--- src/common/mmap_pkg.sv ---
package mmap_pkg;

    // ----------------------------------------
    // Register indices (byte address is four times the index)
    // ----------------------------------------
    localparam logic [7:0] IDX_CHIP_MODE = 8'h70;
    localparam logic [7:0] IDX_RSVD_LO = 8'h70;
    localparam logic [7:0] IDX_SOURCE_TARGET = 8'h80;
    localparam logic [7:0] IDX_ACCESS_KIND = 8'h81;
    localparam logic [7:0] IDX_USER_STATE = 8'h82;
    localparam logic [7:0] IDX_INT_MASKS = 8'h83;
    localparam logic [7:0] IDX_PC_HIGH = 8'h85;
    localparam logic [7:0] IDX_PC_MID = 8'h86;
    localparam logic [7:0] IDX_PC_LOW = 8'h87;
    localparam logic [7:0] IDX_IRQ_STATUS = 8'h00;
    localparam logic [7:0] IDX_IRQ_CLEAR = 8'h01;
    localparam logic [7:0] IDX_IRQ_ENABLE = 8'h02;

    // ----------------------------------------
    // Field positions and values
    // ----------------------------------------
    localparam int MODE_BIT = 7;
    localparam int USER_BIT = 7;
    localparam int XMASK_BIT = 6;
    localparam int IMASK_BIT = 4;
    localparam logic MODE_SPECIAL = 1'b0;
    localparam logic MODE_NORMAL = 1'b1;
    localparam logic [15:0] ERR_CLEAR_KEY = 16'hffff;
    localparam int STAT_VIOLATION = 0;
    localparam int STAT_ECC = 1;
    localparam logic [1:0] RESP_OKAY = 2'h0;
    localparam logic [1:0] RESP_SLVERR = 2'h2;

    localparam logic [3:0] INIT_NONE = 4'h0;
    localparam logic [3:0] INIT_CPU = 4'h1;
    localparam logic [3:0] INIT_ADC = 4'h3;
    localparam logic [3:0] TGT_NONE = 4'h0;
    localparam logic [3:0] TGT_REGS = 4'h1;
    localparam logic [3:0] TGT_RAM = 4'h2;
    localparam logic [3:0] TGT_EEPROM = 4'h3;
    localparam logic [3:0] TGT_PFLASH = 4'h4;
    localparam logic [3:0] ACC_OPCODE = 4'h1;
    localparam logic [3:0] ACC_VECTOR = 4'h2;
    localparam logic [3:0] ACC_LOAD = 4'h3;
    localparam logic [3:0] ACC_STORE = 4'h4;
    localparam logic [3:0] ERR_NONE = 4'h0;
    localparam logic [3:0] ERR_ILLEGAL = 4'h1;
    localparam logic [3:0] ERR_ECC = 4'h2;

    // ----------------------------------------
    // Global map bounds, 24-bit address space
    // ----------------------------------------
    localparam logic [23:0] REGS_LAST = 24'h000fff;
    localparam logic [23:0] RAM_FIRST = 24'h001000;
    localparam logic [23:0] RAM_LAST = 24'h00ffff;
    localparam logic [23:0] EEPROM_FIRST = 24'h100000;
    localparam logic [23:0] EEPROM_LAST = 24'h100fff;
    localparam logic [23:0] PFLASH_FIRST = 24'h800000;

    // Masters: 0 core, 1 debug, 2 converter
    typedef enum logic [1:0] {MST_CPU = 2'h0, MST_DBG = 2'h1, MST_ADC = 2'h2} mmap_master_e;

    typedef struct packed {
        logic valid;
        logic [23:0] addr;
        logic [3:0] access;
    } mmap_req_s;

    typedef struct packed {
        logic grant;
        logic error;
    } mmap_resp_s;

    typedef struct packed {
        logic valid;
        mmap_master_e master;
        logic [23:0] addr;
        logic store;
    } mmap_tsel_s;

    typedef struct packed {
        logic user;
        logic xMask;
        logic iMask;
        logic [23:0] pc;
    } mmap_cpu_s;

endpackage : mmap_pkg

--- src/verilog/mmap_memory_map_mode_control.sv ---
`timescale 1ns/1ps

module mmap_memory_map_mode_control (
    // Clock and reset
    input wire logic clock,
    input wire logic rstn,
    // Chip pins and power state
    input wire logic modePin,
    input wire logic stopMode,
    // Masters
    input wire mmap_pkg::mmap_req_s [2:0] masterReq,
    output mmap_pkg::mmap_resp_s [2:0] masterResp,
    input wire mmap_pkg::mmap_cpu_s cpuState,
    output logic machineException,
    // Targets: registers, RAM, EEPROM, program flash
    output mmap_pkg::mmap_tsel_s [3:0] targetSel,
    input wire logic [3:0] eccError,
    // Chip mode and interrupt
    output logic modeSelect,
    output logic irq,
    // AXI4-Lite slave
    input wire logic [11:0] awaddr,
    input wire logic awvalid,
    output logic awready,
    input wire logic [31:0] wdata,
    input wire logic [3:0] wstrb,
    input wire logic wvalid,
    output logic wready,
    output logic [1:0] bresp,
    output logic bvalid,
    input wire logic bready,
    input wire logic [11:0] araddr,
    input wire logic arvalid,
    output logic arready,
    output logic [31:0] rdata,
    output logic [1:0] rresp,
    output logic rvalid,
    input wire logic rready
);
    import mmap_pkg::*;

    // ----------------------------------------
    // State
    // ----------------------------------------
    typedef struct packed {
        logic [1:0] boot;
        logic [1:0] modeSync;
        logic modeSelect;
        logic awready;
        logic wready;
        logic bvalid;
        logic [1:0] bresp;
        logic awHeld;
        logic [7:0] awIdx;
        logic awBad;
        logic wHeld;
        logic [31:0] wdata;
        logic [3:0] wstrb;
        logic arready;
        logic rvalid;
        logic [31:0] rdata;
        logic [1:0] rresp;
        logic [3:0] initiator;
        logic [3:0] target;
        logic [3:0] access;
        logic [3:0] errType;
        mmap_cpu_s cap;
        logic [1:0] status;
        logic [1:0] enable;
        logic irq;
        logic exception;
        mmap_resp_s [2:0] resp;
        mmap_tsel_s [3:0] tsel;
        mmap_master_e [3:0] lastMaster;
        logic [3:0][3:0] lastAccess;
    } mmap_state_s;

    mmap_state_s s;
    mmap_state_s n;

    // Fixed priority: debug first, then core, then converter
    localparam mmap_master_e PRIO [3] = '{MST_DBG, MST_CPU, MST_ADC};

    // ----------------------------------------
    // Functions
    // ----------------------------------------
    function automatic logic [3:0] decode(input logic [23:0] addr);
        logic [3:0] code;
        code = TGT_NONE;
        if (addr <= REGS_LAST) begin
            code = TGT_REGS;
        end else if (addr >= RAM_FIRST && addr <= RAM_LAST) begin
            code = TGT_RAM;
        end else if (addr >= EEPROM_FIRST && addr <= EEPROM_LAST) begin
            code = TGT_EEPROM;
        end else if (addr >= PFLASH_FIRST) begin
            code = TGT_PFLASH;
        end
        return code;
    endfunction : decode

    function automatic logic legal(input mmap_master_e m, input logic [3:0] tgt, input logic [3:0] acc);
        logic ok;
        ok = (tgt != TGT_NONE) && (acc >= ACC_OPCODE) && (acc <= ACC_STORE);
        // Nonvolatile arrays are programmed through their controller, never by a store
        if (acc == ACC_STORE && (tgt == TGT_EEPROM || tgt == TGT_PFLASH)) begin
            ok = 1'b0;
        end
        // Converter only stores results into RAM
        if (m == MST_ADC && !(acc == ACC_STORE && tgt == TGT_RAM)) begin
            ok = 1'b0;
        end
        return ok;
    endfunction : legal

    function automatic logic [3:0] initCode(input mmap_master_e m);
        logic [3:0] code;
        unique case (m)
            MST_CPU: code = INIT_CPU;
            MST_ADC: code = INIT_ADC;
            default: code = INIT_NONE;
        endcase
        return code;
    endfunction : initCode

    function automatic logic mapped(input logic [7:0] idx);
        return (idx >= IDX_RSVD_LO) || (idx <= IDX_IRQ_ENABLE);
    endfunction : mapped

    function automatic logic [7:0] readByte(input mmap_state_s st, input logic [7:0] idx);
        logic [7:0] v;
        v = 8'h00;
        unique case (idx)
            IDX_CHIP_MODE: v[MODE_BIT] = st.modeSelect;
            IDX_SOURCE_TARGET: v = {st.initiator, st.target};
            IDX_ACCESS_KIND: v = {st.access, st.errType};
            IDX_USER_STATE: v[USER_BIT] = st.cap.user;
            IDX_INT_MASKS: begin
                v[XMASK_BIT] = st.cap.xMask;
                v[IMASK_BIT] = st.cap.iMask;
            end
            IDX_PC_HIGH: v = st.cap.pc[23:16];
            IDX_PC_MID: v = st.cap.pc[15:8];
            IDX_PC_LOW: v = st.cap.pc[7:0];
            IDX_IRQ_STATUS: v = {6'h00, st.status};
            IDX_IRQ_ENABLE: v = {6'h00, st.enable};
            default: v = 8'h00;
        endcase
        return v;
    endfunction : readByte

    // ----------------------------------------
    // Next state
    // ----------------------------------------
    logic doWrite;
    logic clearErr;
    logic [1:0] clearBits;
    logic vFound;
    logic eccFound;
    logic [3:0] vInit;
    logic [3:0] vTgt;
    logic [3:0] vAcc;
    logic [3:0] vType;
    logic [3:0] tgtCode [3];
    logic isLegal [3];
    logic taken;
    logic [7:0] arIdx;

    always_comb begin
        n = s;
        doWrite = 1'b0;
        clearErr = 1'b0;
        clearBits = 2'h0;
        vFound = 1'b0;
        eccFound = 1'b0;
        vInit = INIT_NONE;
        vTgt = TGT_NONE;
        vAcc = 4'h0;
        vType = ERR_NONE;
        taken = 1'b0;
        arIdx = araddr[9:2];
        for (int m = 0; m < 3; m++) begin
            tgtCode[m] = decode(masterReq[m].addr);
            isLegal[m] = legal(mmap_master_e'(m), tgtCode[m], masterReq[m].access);
        end

        // Mode pin synchroniser, caught once after reset release
        n.modeSync = {s.modeSync[0], modePin};
        if (s.boot != 2'h3) begin
            n.boot = s.boot + 2'h1;
            if (s.boot == 2'h2) begin
                n.modeSelect = s.modeSync[1];
            end
        end

        // AXI write: address and data taken in either order
        if (s.awready && awvalid) begin
            n.awHeld = 1'b1;
            n.awIdx = awaddr[9:2];
            n.awBad = (awaddr[11:10] != 2'h0);
        end
        if (s.wready && wvalid) begin
            n.wHeld = 1'b1;
            n.wdata = wdata;
            n.wstrb = wstrb;
        end
        if (s.bvalid && bready) begin
            n.bvalid = 1'b0;
        end
        doWrite = s.awHeld && s.wHeld && !s.bvalid;
        if (doWrite) begin
            n.awHeld = 1'b0;
            n.wHeld = 1'b0;
            n.bvalid = 1'b1;
            n.bresp = (!s.awBad && mapped(s.awIdx)) ? RESP_OKAY : RESP_SLVERR;
            if (!s.awBad) begin
                unique case (s.awIdx)
                    IDX_CHIP_MODE: begin
                        if (s.wstrb[0] && s.boot == 2'h3 && s.modeSelect == MODE_SPECIAL
                                && s.wdata[MODE_BIT] == MODE_NORMAL) begin
                            n.modeSelect = MODE_NORMAL;
                        end
                    end
                    IDX_SOURCE_TARGET, IDX_ACCESS_KIND: begin
                        clearErr = (s.wstrb[1:0] == 2'h3) && (s.wdata[15:0] == ERR_CLEAR_KEY);
                    end
                    IDX_IRQ_CLEAR: begin
                        clearBits = s.wdata[1:0] & {2{s.wstrb[0]}};
                    end
                    IDX_IRQ_ENABLE: begin
                        if (s.wstrb[0]) begin
                            n.enable = s.wdata[1:0];
                        end
                    end
                    default: begin
                    end
                endcase
            end
        end
        n.awready = !n.awHeld;
        n.wready = !n.wHeld;

        // AXI read: one word in flight
        if (s.arready && arvalid) begin
            n.rvalid = 1'b1;
            n.rresp = (araddr[11:10] == 2'h0 && mapped(arIdx)) ? RESP_OKAY : RESP_SLVERR;
            n.rdata = (araddr[11:10] == 2'h0) ? {24'h000000, readByte(s, arIdx)} : 32'h00000000;
        end else if (s.rvalid && rready) begin
            n.rvalid = 1'b0;
        end
        n.arready = !n.rvalid;

        // Routing: each target picks one master, targets run in parallel
        for (int m = 0; m < 3; m++) begin
            n.resp[m] = '0;
        end
        for (int t = 0; t < 4; t++) begin
            n.tsel[t].valid = 1'b0;
        end
        if (!stopMode) begin
            for (int t = 0; t < 4; t++) begin
                taken = 1'b0;
                for (int p = 0; p < 3; p++) begin
                    if (!taken && masterReq[PRIO[p]].valid && !s.resp[PRIO[p]].grant && isLegal[PRIO[p]]
                            && tgtCode[PRIO[p]] == 4'(t + 1)) begin
                        taken = 1'b1;
                        n.resp[PRIO[p]].grant = 1'b1;
                        n.tsel[t].valid = 1'b1;
                        n.tsel[t].master = PRIO[p];
                        n.tsel[t].addr = masterReq[PRIO[p]].addr;
                        n.tsel[t].store = (masterReq[PRIO[p]].access == ACC_STORE);
                        n.lastMaster[t] = PRIO[p];
                        n.lastAccess[t] = masterReq[PRIO[p]].access;
                    end
                end
            end
            // Illegal requests are answered at once and never reach a target
            for (int m = 0; m < 3; m++) begin
                if (masterReq[m].valid && !s.resp[m].grant && !isLegal[m]) begin
                    n.resp[m].grant = 1'b1;
                    n.resp[m].error = 1'b1;
                end
            end
        end

        // Violation pick: ECC on last read first, then illegal requests
        for (int t = 0; t < 4; t++) begin
            if (!vFound && eccError[t] && s.lastAccess[t] != ACC_STORE
                    && initCode(s.lastMaster[t]) != INIT_NONE) begin
                vFound = 1'b1;
                eccFound = 1'b1;
                vInit = initCode(s.lastMaster[t]);
                vTgt = 4'(t + 1);
                vAcc = s.lastAccess[t];
                vType = ERR_ECC;
            end
        end
        for (int m = 0; m < 3; m++) begin
            if (!vFound && !stopMode && masterReq[m].valid && !s.resp[m].grant && !isLegal[m]
                    && initCode(mmap_master_e'(m)) != INIT_NONE) begin
                vFound = 1'b1;
                vInit = initCode(mmap_master_e'(m));
                vTgt = tgtCode[m];
                vAcc = masterReq[m].access;
                vType = ERR_ILLEGAL;
            end
        end

        // Error log: cleared first so a same-cycle violation still lands
        if (clearErr) begin
            n.initiator = INIT_NONE;
            n.target = TGT_NONE;
            n.access = 4'h0;
            n.errType = ERR_NONE;
        end
        if (vFound && n.errType == ERR_NONE) begin
            n.initiator = vInit;
            n.target = vTgt;
            n.access = vAcc;
            n.errType = vType;
            n.cap = cpuState;
        end
        n.exception = vFound;

        // Sticky status, set wins over clear
        n.status = s.status & ~clearBits;
        n.status[STAT_VIOLATION] = n.status[STAT_VIOLATION] | vFound;
        n.status[STAT_ECC] = n.status[STAT_ECC] | eccFound;
        n.irq = |(n.status & n.enable);
    end

    // ----------------------------------------
    // Registers
    // ----------------------------------------
    always_ff @(posedge clock or negedge rstn) begin
        if (!rstn) begin
            s <= '0;
        end else begin
            s <= n;
        end
    end

    // ----------------------------------------
    // Outputs
    // ----------------------------------------
    assign masterResp = s.resp;
    assign machineException = s.exception;
    assign targetSel = s.tsel;
    assign modeSelect = s.modeSelect;
    assign irq = s.irq;
    assign awready = s.awready;
    assign wready = s.wready;
    assign bresp = s.bresp;
    assign bvalid = s.bvalid;
    assign arready = s.arready;
    assign rdata = s.rdata;
    assign rresp = s.rresp;
    assign rvalid = s.rvalid;

endmodule : mmap_memory_map_mode_control

--- config.mk ---
export PLATFORM = sky130hd
export DESIGN_NAME = mmap_memory_map_mode_control
export DESIGN_NICKNAME = d
export VERILOG_FILES = /design/src/common/mmap_pkg.sv /design/src/verilog/mmap_memory_map_mode_control.sv
export SDC_FILE = /design/constraint.sdc
export NUM_CORES = 1
export LEC_CHECK = 0
export ABC_AREA = 1
export BUFFER_PORTS_ARGS = -buffer_cell sky130_fd_sc_hd__buf_2
export CORE_MARGIN = 5
export CORE_UTILIZATION = 40
export CTS_CLUSTER_SIZE = 12
export DETAILED_ROUTE_END_ITERATION = 6
export GPL_TIMING_DRIVEN = 0
export PLACE_DENSITY = 0.66
export REMOVE_ABC_BUFFERS = 1
export SLEW_MARGIN = 10
export SYNTH_ARGS = -nofsm -noshare
export SYNTH_HDL_FRONTEND = slang
export SYNTH_SLANG_ARGS = --single-unit
--- constraint.sdc ---
create_clock -name clock -period 1.92 [get_ports clock]
set_input_delay 0.096 -clock clock [delete_from_list [all_inputs] [get_ports clock]]
set_output_delay 0.096 -clock clock [all_outputs]
set_load 0.02 [all_outputs]
## Yosys cells after proc, flatten, opt, wreduce, memory -nomap -nowiden

Index checks and enable logic that the tools add are counted.

- Bits in registers: 284
- Input bits: 187
- Output and inout port bits: 162
- Word-level logic and storage cells: 437

- Add/subtract/negate cells: 1
- $lt $le $gt $ge: 28
- Eq/ne operators: 42
- Multiplexer cells: 150
- Bitwise gates (word level): 8
- Reductions and logical operators: 149

Operator list:

| kind | count |
|---|---|
| 28-bit 2-to-1 mux | 12 |
| 4-bit 2-to-1 mux | 40 |
| 142-bit 2-to-1 mux | 1 |
| 1-bit logical AND | 92 |
| 8-bit == test, second input constant | 9 |
| 24-bit by 13-bit >= comparator with 1-bit output, second input constant | 3 |
| 24-bit by 21-bit >= comparator with 1-bit output, second input constant | 3 |
| 24-bit >= comparator, second input constant | 3 |
| 24-bit by 12-bit <= comparator with 1-bit output, second input constant | 3 |
| 24-bit by 16-bit <= comparator with 1-bit output, second input constant | 3 |
| 24-bit by 21-bit <= comparator with 1-bit output, second input constant | 3 |
| 1-bit 2-to-1 mux | 51 |
| 2-bit 2-to-1 mux | 25 |
| 43-bit 2-to-1 mux | 1 |
| 37-bit 2-to-1 mux | 1 |
| 4-bit case mux with 7 select lines | 1 |
| 4-bit nonzero test | 7 |
| 1-bit logical NOT | 25 |
| 4-bit by 2-bit == test with 1-bit output, second input constant | 6 |
| 4-bit by 3-bit == test with 1-bit output, second input constant | 6 |
| 3-bit 2-to-1 mux | 7 |
| 16-bit == test, second input constant | 1 |
| 8-bit by 2-bit == test with 1-bit output, second input constant | 2 |
| 8-bit by 7-bit == test with 1-bit output, second input constant | 2 |
| 29 further kinds | 71 |

## Longest topological paths before layout

Gate-level depths: netlist (run 1).

- Depth in word-level cells: 35
- Depth in mapped cells: 16
- Depth with buffers taken out: 15

## Worst setup path after synthesis (run 1)

OpenSTA, ideal clock, no wires.

- Path type: register to register
- From: register s, in the netlist bvalid
- To: register s[182] in the netlist's numbering
- Library setup time: 65 ps
- Arrival time: 1,739 ps
- Data required time: 1,855 ps
- Setup slack: 116 ps
- Stages on the path, launching flop included: 11
- Buffers on the path: 1
- Period minus slack after synthesis: 1,804 ps
- Cell sequence: dfrtp_1 -> inv_1 -> nand3_1 -> nor4_1 -> nand2_1 -> o41ai_1 -> nand2_4 -> buf_2 -> nor2_1 -> nand2_1 -> nand2_1

- Word-level cells in the longest chain between the ends: 7
- Elaborated cells between the ends (all ways): 8
- Classes of those cells: mux: 3; reduce/logical: 5

Ends and longest elaborated chain:

| item | RTL line | RTL |
|---|---|---|
| start: declaration | mmap_memory_map_mode_control.sv:78 | `mmap_state_s s;` |
| start signal: assignment | mmap_memory_map_mode_control.sv:339 | `s <= n;` |
| 1-bit logical NOT (*) | mmap_memory_map_mode_control.sv:210 | `doWrite = s.awHeld && s.wHeld && !s.bvalid;` |
| 1-bit logical AND (*) | mmap_memory_map_mode_control.sv:210 |  |
| 1-bit 2-to-1 mux (*) | mmap_memory_map_mode_control.sv:211 | `if (doWrite) begin` |
| 16-bit 2-to-1 mux | mmap_memory_map_mode_control.sv:310 | `if (clearErr) begin` |
| 4-bit logical NOT | mmap_memory_map_mode_control.sv:316 | `if (vFound && n.errType == ERR_NONE) begin` |
| 1-bit logical AND | mmap_memory_map_mode_control.sv:316 |  |
| 43-bit 2-to-1 mux / 2-bit nonzero test (equally long branches) | n/a |  |

Every way passes the cells marked *; elsewhere a longest branch is shown, timed or not. The select of a mux whose other input is x is not followed.
A chain may end at the register's enable or synchronous reset.

## Worst setup path after layout (run 1)

- From: register s[267] in the netlist's numbering
- To: register s[183] in the netlist's numbering

- Word-level cells in the longest chain between the ends: 9
- Elaborated cells between the ends (all ways): 11
- Classes of those cells: eq/ne: 2; mux: 5; reduce/logical: 4

Ends and longest elaborated chain:

| item | RTL line | RTL |
|---|---|---|
| 8-bit == test | mmap_memory_map_mode_control.sv:217 | `unique case (s.awIdx)` |
| 2-bit OR reduction (*) | mmap_memory_map_mode_control.sv:217 |  |
| 1-bit 2-to-1 mux (*) | mmap_memory_map_mode_control.sv:217 |  |
| 1-bit 2-to-1 mux (*) | mmap_memory_map_mode_control.sv:216 | `if (!s.awBad) begin` |
| 1-bit 2-to-1 mux (*) | mmap_memory_map_mode_control.sv:211 |  |
| 16-bit 2-to-1 mux | mmap_memory_map_mode_control.sv:310 |  |
| 4-bit logical NOT | mmap_memory_map_mode_control.sv:316 |  |
| 1-bit logical AND | mmap_memory_map_mode_control.sv:316 |  |
| 43-bit 2-to-1 mux / 2-bit nonzero test (equally long branches) | n/a |  |

Marks and branches as above.

==> flow_metrics.tcl, run 1 <==
set metrics [dict create \
    p_leak_nw 9.05 \
    failed_checks "negative setup slack" \
    clockBufferDepth 3 \
    reg2reg_slack_ns -0.01 \
    synth_xor_xnor_area_share_pct 0.0719 \
    crit_fanout 15 \
    place_hpwl_um 27300 \
    setup_slack_ns -0.0127 \
    port_buffers 300 \
    via_per_inst 4.84 \
    regToRegStartpoint "s[267]" \
    drt_iter0_drc 749 \
    vias 11500 \
    status "finished with violations" \
    synth_adder_area_share_pct 0.205 \
    skew_ns 0.0110 \
    pin_count 349 \
    min_from "masterReq[27]" \
    grt_pass1_vias 11500 \
    peakVddDrop_mv 0.766 \
    worst_hold_slack_ns 0.0221 \
    grt_max_degree 90 \
    synth_top_cell_area_share_pct 47.8 \
    cts_made_buffers 27 \
    area_growth_pct 35.3 \
    hold_violations 0 \
    htree_num_levels 1 \
    ys.flop_type "dfrtp_1" \
    yosys.area_share.simple_pct 27.8 \
    place_congestion 0.890 \
    max_cap_violations 0 \
    fin_util_pct 54.3 \
    synth_cells 1582 \
    critPathMaxStageDelay_ns 0.38 \
    hold_path_class "in2reg" \
    synth.avg_cell_area_um2 7.70 \
    ant_nets 0 \
    finalPower_mw 13.2 \
    nFillCells 2775 \
    core_um2 30300 \
    crit_slowest_cell "dfrtp_1" \
    synthTopCellsByArea "dfrtp_1 (48%), nand2_1 (16%), buf_4 (10%), nor2_1 (6.1%), inv_1 (5.2%)" \
    placed_cells 2111 \
    path_cells "nor2_2 -> nand2_2 -> nor4_4 -> nand2_2 -> o41ai_4 -> nand2_4 -> buf_12 -> buf_12 -> inv_12 -> nand3_1 -> nand2_1" \
    ys_types 48 \
    clockRootBuffer "clkbuf_16" \
    overflow 0 \
    muxShareOfSynthArea_pct 0 \
    fmax_mhz 517 \
    grt_pass1_wl_um 62400 \
    finalNonFillerCells 2369 \
    drc 0 \
    worstPathArrival_ns 2.41 \
    tns_ns -0.0149 \
    drv_slew 0 \
    rows 64 \
    drt_wl_total_um 41600 \
    p_per_area_nw_per_um2 802 \
    layout_min_cycle_time_ns 1.93 \
    hold-path-cell-count 4 \
    ys_ff_latch 233 \
    worst-slew-pin-transition_ns 0.686 \
    start_util_pct 40.2 \
    r2r_cells 11 \
    grt_antenna_before_repair 5 \
    yosysMostFrequentCell "nand2_1" \
    end_kind "flop" \
    dieArea_um2 34100 \
    fin_crit_sh_pct 101 \
    crit-reg2reg-capture "s[183]" \
    crit_required_ns 2.39 \
    avgRoutedWirePerCell_um 17.6 \
    synth_area_leader_cell "dfrtp_1" \
    synthArstFlopShare_pct 100 \
    path_class "reg2reg" \
    setup_violations 2 \
    track_usage_pct 23.1 \
    synth-compound-area-share_pct 7.16 \
    nets 2143 \
    syn_area_um2 12200 \
    worst_setup_path_start_kind "flop" \
    first_pass_iters 5 \
    yosysWarnings 0 \
    slew_headroom_pct 54.3 \
    holdPathEnd "masterResp[1]" \
    synth_edf_count 0 \
    yosysSeqAreaShare_pct 47.8 \
    rsz0062_at_grt "true" \
    cts_tree "yes" \
    drive_above_1_share_pct 26.9 \
    fp.dieW_um 185 \
    yosys-top-cells-count "nand2_1 (509), dfrtp_1 (233), nor2_1 (199)" \
    die_h_um 185 \
    clkTransAtPathRegs_ns 0.06 \
    synth_top_family_by_area "simple AND/OR/NAND/NOR gates" \
    numClockSinks 233 \
    clk_latency_ns 0.53 \
]
[layout by cell type (no fill, tap or decap), drive strengths merged, types with 5 or more instances in the layout]
master	n
nand2	518
buf	358
dfrtp	233
nor2	207
inv	179
dlygate4sd3	146
o21ai	71
nand3	56
clkbuf	36
o22ai	30
a21oi	29
conb	26
nand4	20
nor3	11
nor4	7
clkinv	6
bufinv	5
[per-layer routing]
layer / wire length, µm / up-vias / share of wire (%) / global-route usage, %
li1: - / 5491 / - / -
met1: 15600 / 5384 / 38 / 26.9
met2: 20800 / 514 / 50 / 41.9
met3: 3870 / 79 / 9.3 / 6.00
met4: 1250 / 4 / 3.0 / 6.92
met5: 35 / - / 0.084 / 0
[layout make-up]
class / count / area [µm²] / area share, %
clock inverters: 9 / 170 / 1.03
inverters: 182 / 758 / 4.60
repair inverters: 3 / 37.5 / 0.228
diodes: 4 / 10.0 / 0.0607
repair buffers: 505 / 3620 / 21.9
well taps: 396 / 495 / 3.00
clock buffers: 35 / 736 / 4.46
flip-flops and latches: 233 / 5830 / 35.4
multi-input cells: 1002 / 4840 / 29.3
[through the flow]
stage          worst slack [ns]  instance area (µm²)
2_1_floorplan            -0.467                10900
6_report                -0.0127                16500
3_3_place_gp              -3.46                12900
3_5_place_dp              -2.04                13000
4_1_cts                 -0.0465                15900
5_1_grt                  -0.114                16500
[where the power goes]
part           total (mW)  leakage, nW  internal, mW  switching (mW)
logic                2.22         5.73         0.900            1.32
registers            5.63         2.87          5.36           0.268
clock network        5.38        0.447          3.33            2.05
total                13.2         9.05          9.60            3.64
[worst max path at each step]
stage	startpoint	endpoint	cells after the start
CTS	masterResp[3]	targetSel[29]	8
detailed placement	masterReq[47]	s[12]	13
global route	s[0]	s[184]	16
global placement	rstn	targetSel[56]	1
floorplan	masterResp[3]	s[12]	8
finish	s[267]	s[183]	11
[flip-flops by register name (all words and copies together) (netlist names)]
register / count
rvalid: 1
wready: 1
machineException: 1
rdata: 8
n: 1
irq: 1
bvalid: 1
rresp: 1
targetSel: 112
modeSelect: 1
masterResp: 6
s: 96
bresp: 1
awready: 1
arready: 1
[kinds of logic after synthesis]
group | Yosys count
flip-flops | 233
AO/OA/AOI/OAI | 149
other | 1
adder cells (fa/ha/maj) | 2
XOR/XNOR | 1
buffers and inverters | 377
AND/OR/NAND/NOR | 819
[critical path, delay by kind of cell, from the launching register on]
family                 cells  cell delay, ns
buffers and inverters      3            0.41
and+or+nand+nor            7            0.94
DFF                        1            0.38
AOI/OAI and AO/OA          1            0.12
[timing repair]
item / 4_1_cts / 5_1_grt
endpoints found under the hold margin: 230 / 0
endpoints found under the setup margin: 166 / 125
buffers inserted: 34 / 21
gates resized for setup: 57 / 94
pin swaps: 17 / 28
cloned: 4 / 5
hold buffers: 146 / 0
No activity file was read; power rests on OpenSTA's default activity.
==> run 2: changes to the inputs <==
--- a/config.mk
+++ b/config.mk
@@ -5,14 +5,14 @@
 export SDC_FILE = /design/constraint.sdc
 export NUM_CORES = 1
 export LEC_CHECK = 0
-export ABC_AREA = 1
+export ABC_AREA = 0
 export BUFFER_PORTS_ARGS = -buffer_cell sky130_fd_sc_hd__buf_2
 export CORE_MARGIN = 5
 export CORE_UTILIZATION = 40
 export CTS_CLUSTER_SIZE = 12
 export DETAILED_ROUTE_END_ITERATION = 6
 export GPL_TIMING_DRIVEN = 0
-export PLACE_DENSITY = 0.66
+export PLACE_DENSITY = 0.67
 export REMOVE_ABC_BUFFERS = 1
 export SLEW_MARGIN = 10
 export SYNTH_ARGS = -nofsm -noshare
==> run 2 against run 1 <==
Compared with the run above: the flow still finishes with violations (negative setup slack); core utilization is 3.3 points higher; largest power group unchanged; die area is 4.1% lower; wire length is 0.81% lower.
==> flow_metrics.tcl, run 2 <==
set metrics [dict create \
    synth_area_leader_cell "dfrtp_1" \
    area_growth_pct 42.2 \
    p_per_area_nw_per_um2 789 \
    track_usage_pct 22.5 \
    setup_violations 84 \
    place_congestion 0.836 \
    peakVddDrop_mv 0.601 \
    finalPower_mw 13.1 \
    cts_tree "yes" \
    ys_ff_latch 233 \
    first_pass_iters 5 \
    clockRootBuffer "clkbuf_16" \
    status "finished with violations" \
    layout_min_cycle_time_ns 2.57 \
    nFillCells 2333 \
    critPathMaxStageDelay_ns 0.54 \
    reg2reg_slack_ns -0.65 \
    crit_slowest_cell "or4b_4" \
    path_cells "or4b_4 -> a222oi_1 -> buf_4 -> and2_4 -> a32oi_4 -> buf_6 -> buf_12 -> buf_12 -> nand2_2 -> nand2_1" \
    crit_fanout 6 \
    port_buffers 300 \
    slew_headroom_pct 23.5 \
    fmax_mhz 390 \
    die_h_um 181 \
    avgRoutedWirePerCell_um 20.9 \
    start_util_pct 40.5 \
    clk_latency_ns 0.53 \
    crit_cells 10 \
    crit-reg2reg-capture "s[165]" \
    grt_antenna_before_repair 3 \
    tns_ns -24.97 \
    drive_above_1_share_pct 38.4 \
    via_per_inst 5.54 \
    htree_num_levels 1 \
    core_um2 28800 \
    synth_cells 1179 \
    path_class "reg2reg" \
    hold_path_class "in2reg" \
    ys.flop_type "dfrtp_1" \
    min_from "arvalid" \
    final_common_cell "buf_2" \
    crit_start "s[5]" \
    syn_area_um2 11700 \
    crit_buf_inv 4 \
    nets 1758 \
    clkTransAtPathRegs_ns 0.06 \
    fin_crit_sh_pct 134 \
    overflow 0 \
    drt_iter0_drc 893 \
    crit_top_cell "buf_12" \
    clockBufferDepth 3 \
    yosysMostFrequentCell "dfrtp_1" \
    dieArea_um2 32700 \
    pin_count 349 \
    dp_slack_ns -1.85 \
    place_hpwl_um 23300 \
    worstPathArrival_ns 2.98 \
    fp.dieW_um 181 \
    r2r_cells 10 \
    largest_reg_flops 112 \
    p_leak_nw 8.08 \
    setup_slack_ns -0.645 \
    regToRegStartpoint "s[5]" \
    drc 0 \
    grt_pass1_vias 10900 \
    grt_max_degree 109 \
    synth_top_cell_area_share_pct 50.0 \
    design_area_um2 16600 \
    drt_wl_total_um 41200 \
    cts_made_buffers 27 \
    vias 10900 \
    synthArstFlopShare_pct 100 \
    synthTopCellsByArea "dfrtp_1 (50%), buf_4 (10%), nand2_1 (5.7%), mux2_2 (3.1%), o22a_1 (2.3%)" \
    worst_setup_path_start_kind "flop" \
    worst-slew-pin-transition_ns 1.14 \
    cp-endpoint "s[165]" \
    layout_common_cells "buf_2 (298), dfrtp_1 (233), dlygate4sd3_1 (141), nand2_1 (132), nor2_1 (62)" \
    rows 62 \
    grt_pass1_wl_um 59800 \
    end_kind "flop" \
    numClockSinks 233 \
    yosysWarnings 0 \
    synth.avg_cell_area_um2 9.89 \
    yosys-top-cells-count "dfrtp_1 (233), nand2_1 (176), buf_4 (159)" \
    rsz0062_at_grt "true" \
    yosysSeqAreaShare_pct 50.0 \
    synth_edf_count 0 \
    skew_ns 0.0124 \
    ant_nets 0 \
    failed_checks "negative setup slack" \
    max_cap_violations 0 \
    hold_violations 0 \
    post_dp_cell_area_um2 12500 \
    drv_slew 0 \
    crit_required_ns 2.34 \
    ys_types 76 \
    critPathTopFamily "simple AND/OR/NAND/NOR gates" \
]
[run 2: cell types whose count changed after synthesis, sizes merged, moves of 24 or more]
cell / change
nand3: -39
inv: -169
nand2: -340
o22ai: -25
nor2b: +25
o22a: +30
mux2: +32
nor2: -138
clkbuf: +36
and2: +37
a221oi: +24
[run 2: logic make-up (layout without fill, tap and decap cells)]
kind of cell	count (synthesis)	in the layout	synth area share, %
buffers and inverters	224	598	12.5
other	1	27	0.0321
flip-flops	233	233	50.0
adder cells (fa/ha/maj)	2	2	0.214
AO/OA/AOI/OAI	254	260	15.3
multiplexers	45	45	4.20
XOR/XNOR	4	4	0.300
AND/OR/NAND/NOR	416	420	17.4
[run 2: worst min-delay path by stage]
stage / endpoint / slack (ns) / cells after the start
after floorplan: arready / -0.20 / 0
after global placement: n[281] / 0.22 / 1
after detailed placement: targetSel[94] / 0.06 / 1
after CTS: targetSel[109] / 0.004 / 3
after global routing: s[9] / 0.05 / 3
final: rdata[5] / 0.02 / 4
[run 2: final cells by class]
type                            instances  area, µm²  share of cell area (%)
Inverter                               12       62.6                   0.377
Multi-Input combinational cell        757       5290                    31.9
Timing Repair inverter                  1       6.26                  0.0377
Timing Repair Buffer                  537       4090                    24.6
Clock buffer                           42        802                    4.83
Tap cell                              384        480                    2.90
Clock inverter                          6       33.8                   0.204
Sequential cell                       233       5830                    35.1
Antenna cell                            1       2.50                  0.0151
[run 2: timing repair]
item,CTS,global route
gates resized for setup,110,94
setup endpoints to repair,178,145
hold buffers,141,0
pin swaps,63,36
buffers inserted,50,29
hold endpoints to repair,264,0
cloned,11,9
[run 2: metal layers]
| layer | part of all wire (%) | GRT usage (%) | vias to the layer above |
|---|---|---|---|
| met5 | 0.065 | 0 | - |
| li1 | - | - | 4800 |
| met4 | 4.7 | 9.92 | 4 |
| met2 | 47 | 36.7 | 606 |
| met1 | 40 | 29.2 | 5377 |
| met3 | 8.1 | 4.30 | 147 |
[run 2: where the power goes]
group | switching (mW) | internal, mW | leakage (nW)
sequential | 0.388 | 5.50 | 3.05
clock | 2.03 | 2.85 | 0.416
combinational | 1.29 | 1.03 | 4.62
total | 3.71 | 9.38 | 8.08
[run 2: metrics by stage]
stage,hold WS [ns],instances,utilization [%]
4_1_cts,0.00380,1935,55.0
3_3_place_gp,0.224,1676,42.8
2_1_floorplan,-0.200,992,-
6_report,0.0204,1973,57.6
5_1_grt,0.0472,1973,57.6
3_5_place_dp,0.0614,1685,43.5
[run 2: tightest hold or removal path, delay by kind of cell]
family                 cells  cell delay [ns]
AND/OR/NAND/NOR            3             0.33
buffers and inverters      1             0.08
==> run 3: changes to the inputs <==
--- a/config.mk
+++ b/config.mk
@@ -8,11 +8,11 @@
 export ABC_AREA = 0
 export BUFFER_PORTS_ARGS = -buffer_cell sky130_fd_sc_hd__buf_2
 export CORE_MARGIN = 5
-export CORE_UTILIZATION = 40
+export CORE_UTILIZATION = 50
 export CTS_CLUSTER_SIZE = 12
 export DETAILED_ROUTE_END_ITERATION = 6
 export GPL_TIMING_DRIVEN = 0
-export PLACE_DENSITY = 0.67
+export PLACE_DENSITY = 0.8
 export REMOVE_ABC_BUFFERS = 1
 export SLEW_MARGIN = 10
 export SYNTH_ARGS = -nofsm -noshare
==> run 3 against run 2 <==
Compared with the run above: the flow still finishes with violations (negative setup slack); clock power rose by 6.6%; fmax fell by 1.9%; sequential cell count did not move; first-iteration DRC count grew 51%; wire length grew 9.9%; sequential power hardly changed; combinational power up 3%; final cell count down 3.2%; hold slack got worse by 0.0099 ns.
==> flow_metrics.tcl, run 3 (synthesis gave the netlist of run 2 again) <==
set metrics [dict create \
    status "finished with violations" \
    failed_checks "negative setup slack" \
    overflow 0 \
    fp.dieW_um 163 \
    hold_path_class "in2reg" \
    comb_power_share_pct 17.7 \
    numClockSinks 233 \
    path_class "reg2reg" \
    finalNonFillerCells 1910 \
    drc 0 \
    final_common_cell "buf_2" \
    place_congestion 0.879 \
    dieArea_um2 26500 \
    htree_num_levels 1 \
    clk_latency_ns 0.54 \
    drt_wl_total_um 45300 \
    met3WireLength_um 4790 \
    skew_ns 0.0266 \
    layout_min_cycle_time_ns 2.61 \
    grt_pass1_wl_um 62400 \
    top_layer_used "met5" \
    routed-wl-met2_um 21500 \
    clkTransAtPathRegs_ns 0.06 \
    grt_max_degree 90 \
    nets 1760 \
    rsz0062_at_grt "true" \
    crit_fanout 6 \
    p_seq_share_pct 43.8 \
    p_per_area_nw_per_um2 806 \
    port_buffers 300 \
    crit_required_ns 2.35 \
    clockBufferDepth 3 \
    drt_iter0_drc 1352 \
    start_util_pct 51.2 \
    nFillCells 1391 \
    slew_headroom_pct 12.3 \
    clockRootBuffer "clkbuf_16" \
    core_um2 22800 \
    vias 11600 \
    p_leak_nw 8.08 \
    cts_made_buffers 26 \
    area_growth_pct 43.5 \
    swShare_pct 28.0 \
    layout_common_cells "buf_2 (298), dfrtp_1 (233), nand2_1 (161), dlygate4sd3_1 (140), nor2_1 (54)" \
    placed_cells 1614 \
    setup_violations 125 \
    avgRoutedWirePerCell_um 23.7 \
    intPower_mw 9.71 \
    fin_crit_sh_pct 136 \
    fmax_mhz 383 \
    cts_tree "yes" \
    power_frac_clock_pct 38.5 \
    pin_count 349 \
    ant_nets 0 \
    first_pass_iters 6 \
    worst_setup_path_start_kind "flop" \
    rows 55 \
    drv_slew 0 \
    die_h_um 163 \
    end_kind "flop" \
    worstPathArrival_ns 3.04 \
    peakVddDrop_mv 0.788 \
    grt_pass1_vias 11400 \
    tns_ns -38.79 \
    hold_violations 0 \
    track_usage_pct 29.3 \
    worst-slew-pin-transition_ns 1.31 \
    reg2reg_slack_ns -0.69 \
    place_hpwl_um 22600 \
    drive_above_1_share_pct 38.7 \
    p_switching_mw 3.79 \
    wl_met1_um 15700 \
    max_cap_violations 0 \
    via_per_inst 6.10 \
    grt_antenna_before_repair 6 \
    setup_slack_ns -0.694 \
    largest_reg_flops 112 \
]
==> run 3: timing repair <==
action / CTS / global route
hold endpoints to repair: 216 / 0
resized for setup: 99 / 124
buffers inserted: 54 / 29
gates cloned: 11 / 11
pin swaps: 37 / 51
hold buffers: 140 / 0
setup endpoints to repair: 174 / 163
==> run 3: worst paths after layout <==
check	cells after the start	endpoint	from
worst max-delay path	9	irq	s[0]
worst min-delay path	3	s[12]	masterReq[0]
worst max register to register	9	irq	s[0]
worst min register to register	0	s[281]	n[281]
max in group asynchronous	4	s[241]	rstn
min in group asynchronous	2	targetSel[84]	rstn
==> run 3: critical path, stage by stage, from the launching register on <==
cell and delay (ns):
dfrtp_1 0.42, or4b_1 0.59, a222oi_1 0.29, buf_4 0.19
buf_6 0.11, and2_4 0.20, buf_4 0.12, nand3_2 0.11
a21o_1 0.25, a22o_1 0.23
==> run 3: through the flow <==
stage,hold WS [ns],setup WS [ns],power [mW],cell area (µm²),utilization (%)
2_1_floorplan,-0.200,-1.10,6.97,10300,-
3_3_place_gp,0.231,-3.26,7.74,12200,53.7
3_5_place_dp,0.0749,-1.79,7.85,12400,54.6
4_1_cts,0.00180,-0.554,13.3,15900,69.6
5_1_grt,0.0336,-0.736,14.0,16700,73.5
6_report,0.0105,-0.694,13.5,16700,73.5
==> run 3: final cells by class <==
type	count	area [µm²]	share of cell area, %
timing repair buffer	540	4100	24.5
clock inverter	7	110	0.658
antenna	6	15.0	0.0897
inverter	12	83.8	0.501
tap	313	392	2.34
multi-input combinational	756	5410	32.3
clock buffer	41	778	4.65
timing repair inverter	2	22.5	0.135
sequential	233	5830	34.8
==> run 3: per-layer routing <==
metal | track usage [%] | vias to the layer above
met4 | 15.4 | 6
met1 | 35.5 | 5596
met5 | 0 | -
li1 | - | 4796
met2 | 48.9 | 943
met3 | 6.83 | 302
==> run 3: power groups by stage <==
stage          combinational (mW)  clock (mW)  sequential (mW)
6_report                     2.38        5.20             5.92
5_1_grt                      2.56        5.45             5.98
4_1_cts                      2.21        5.23             5.85
3_5_place_dp                 1.91           0             5.93
3_3_place_gp                 1.84           0             5.90
2_1_floorplan               0.861           0             6.11
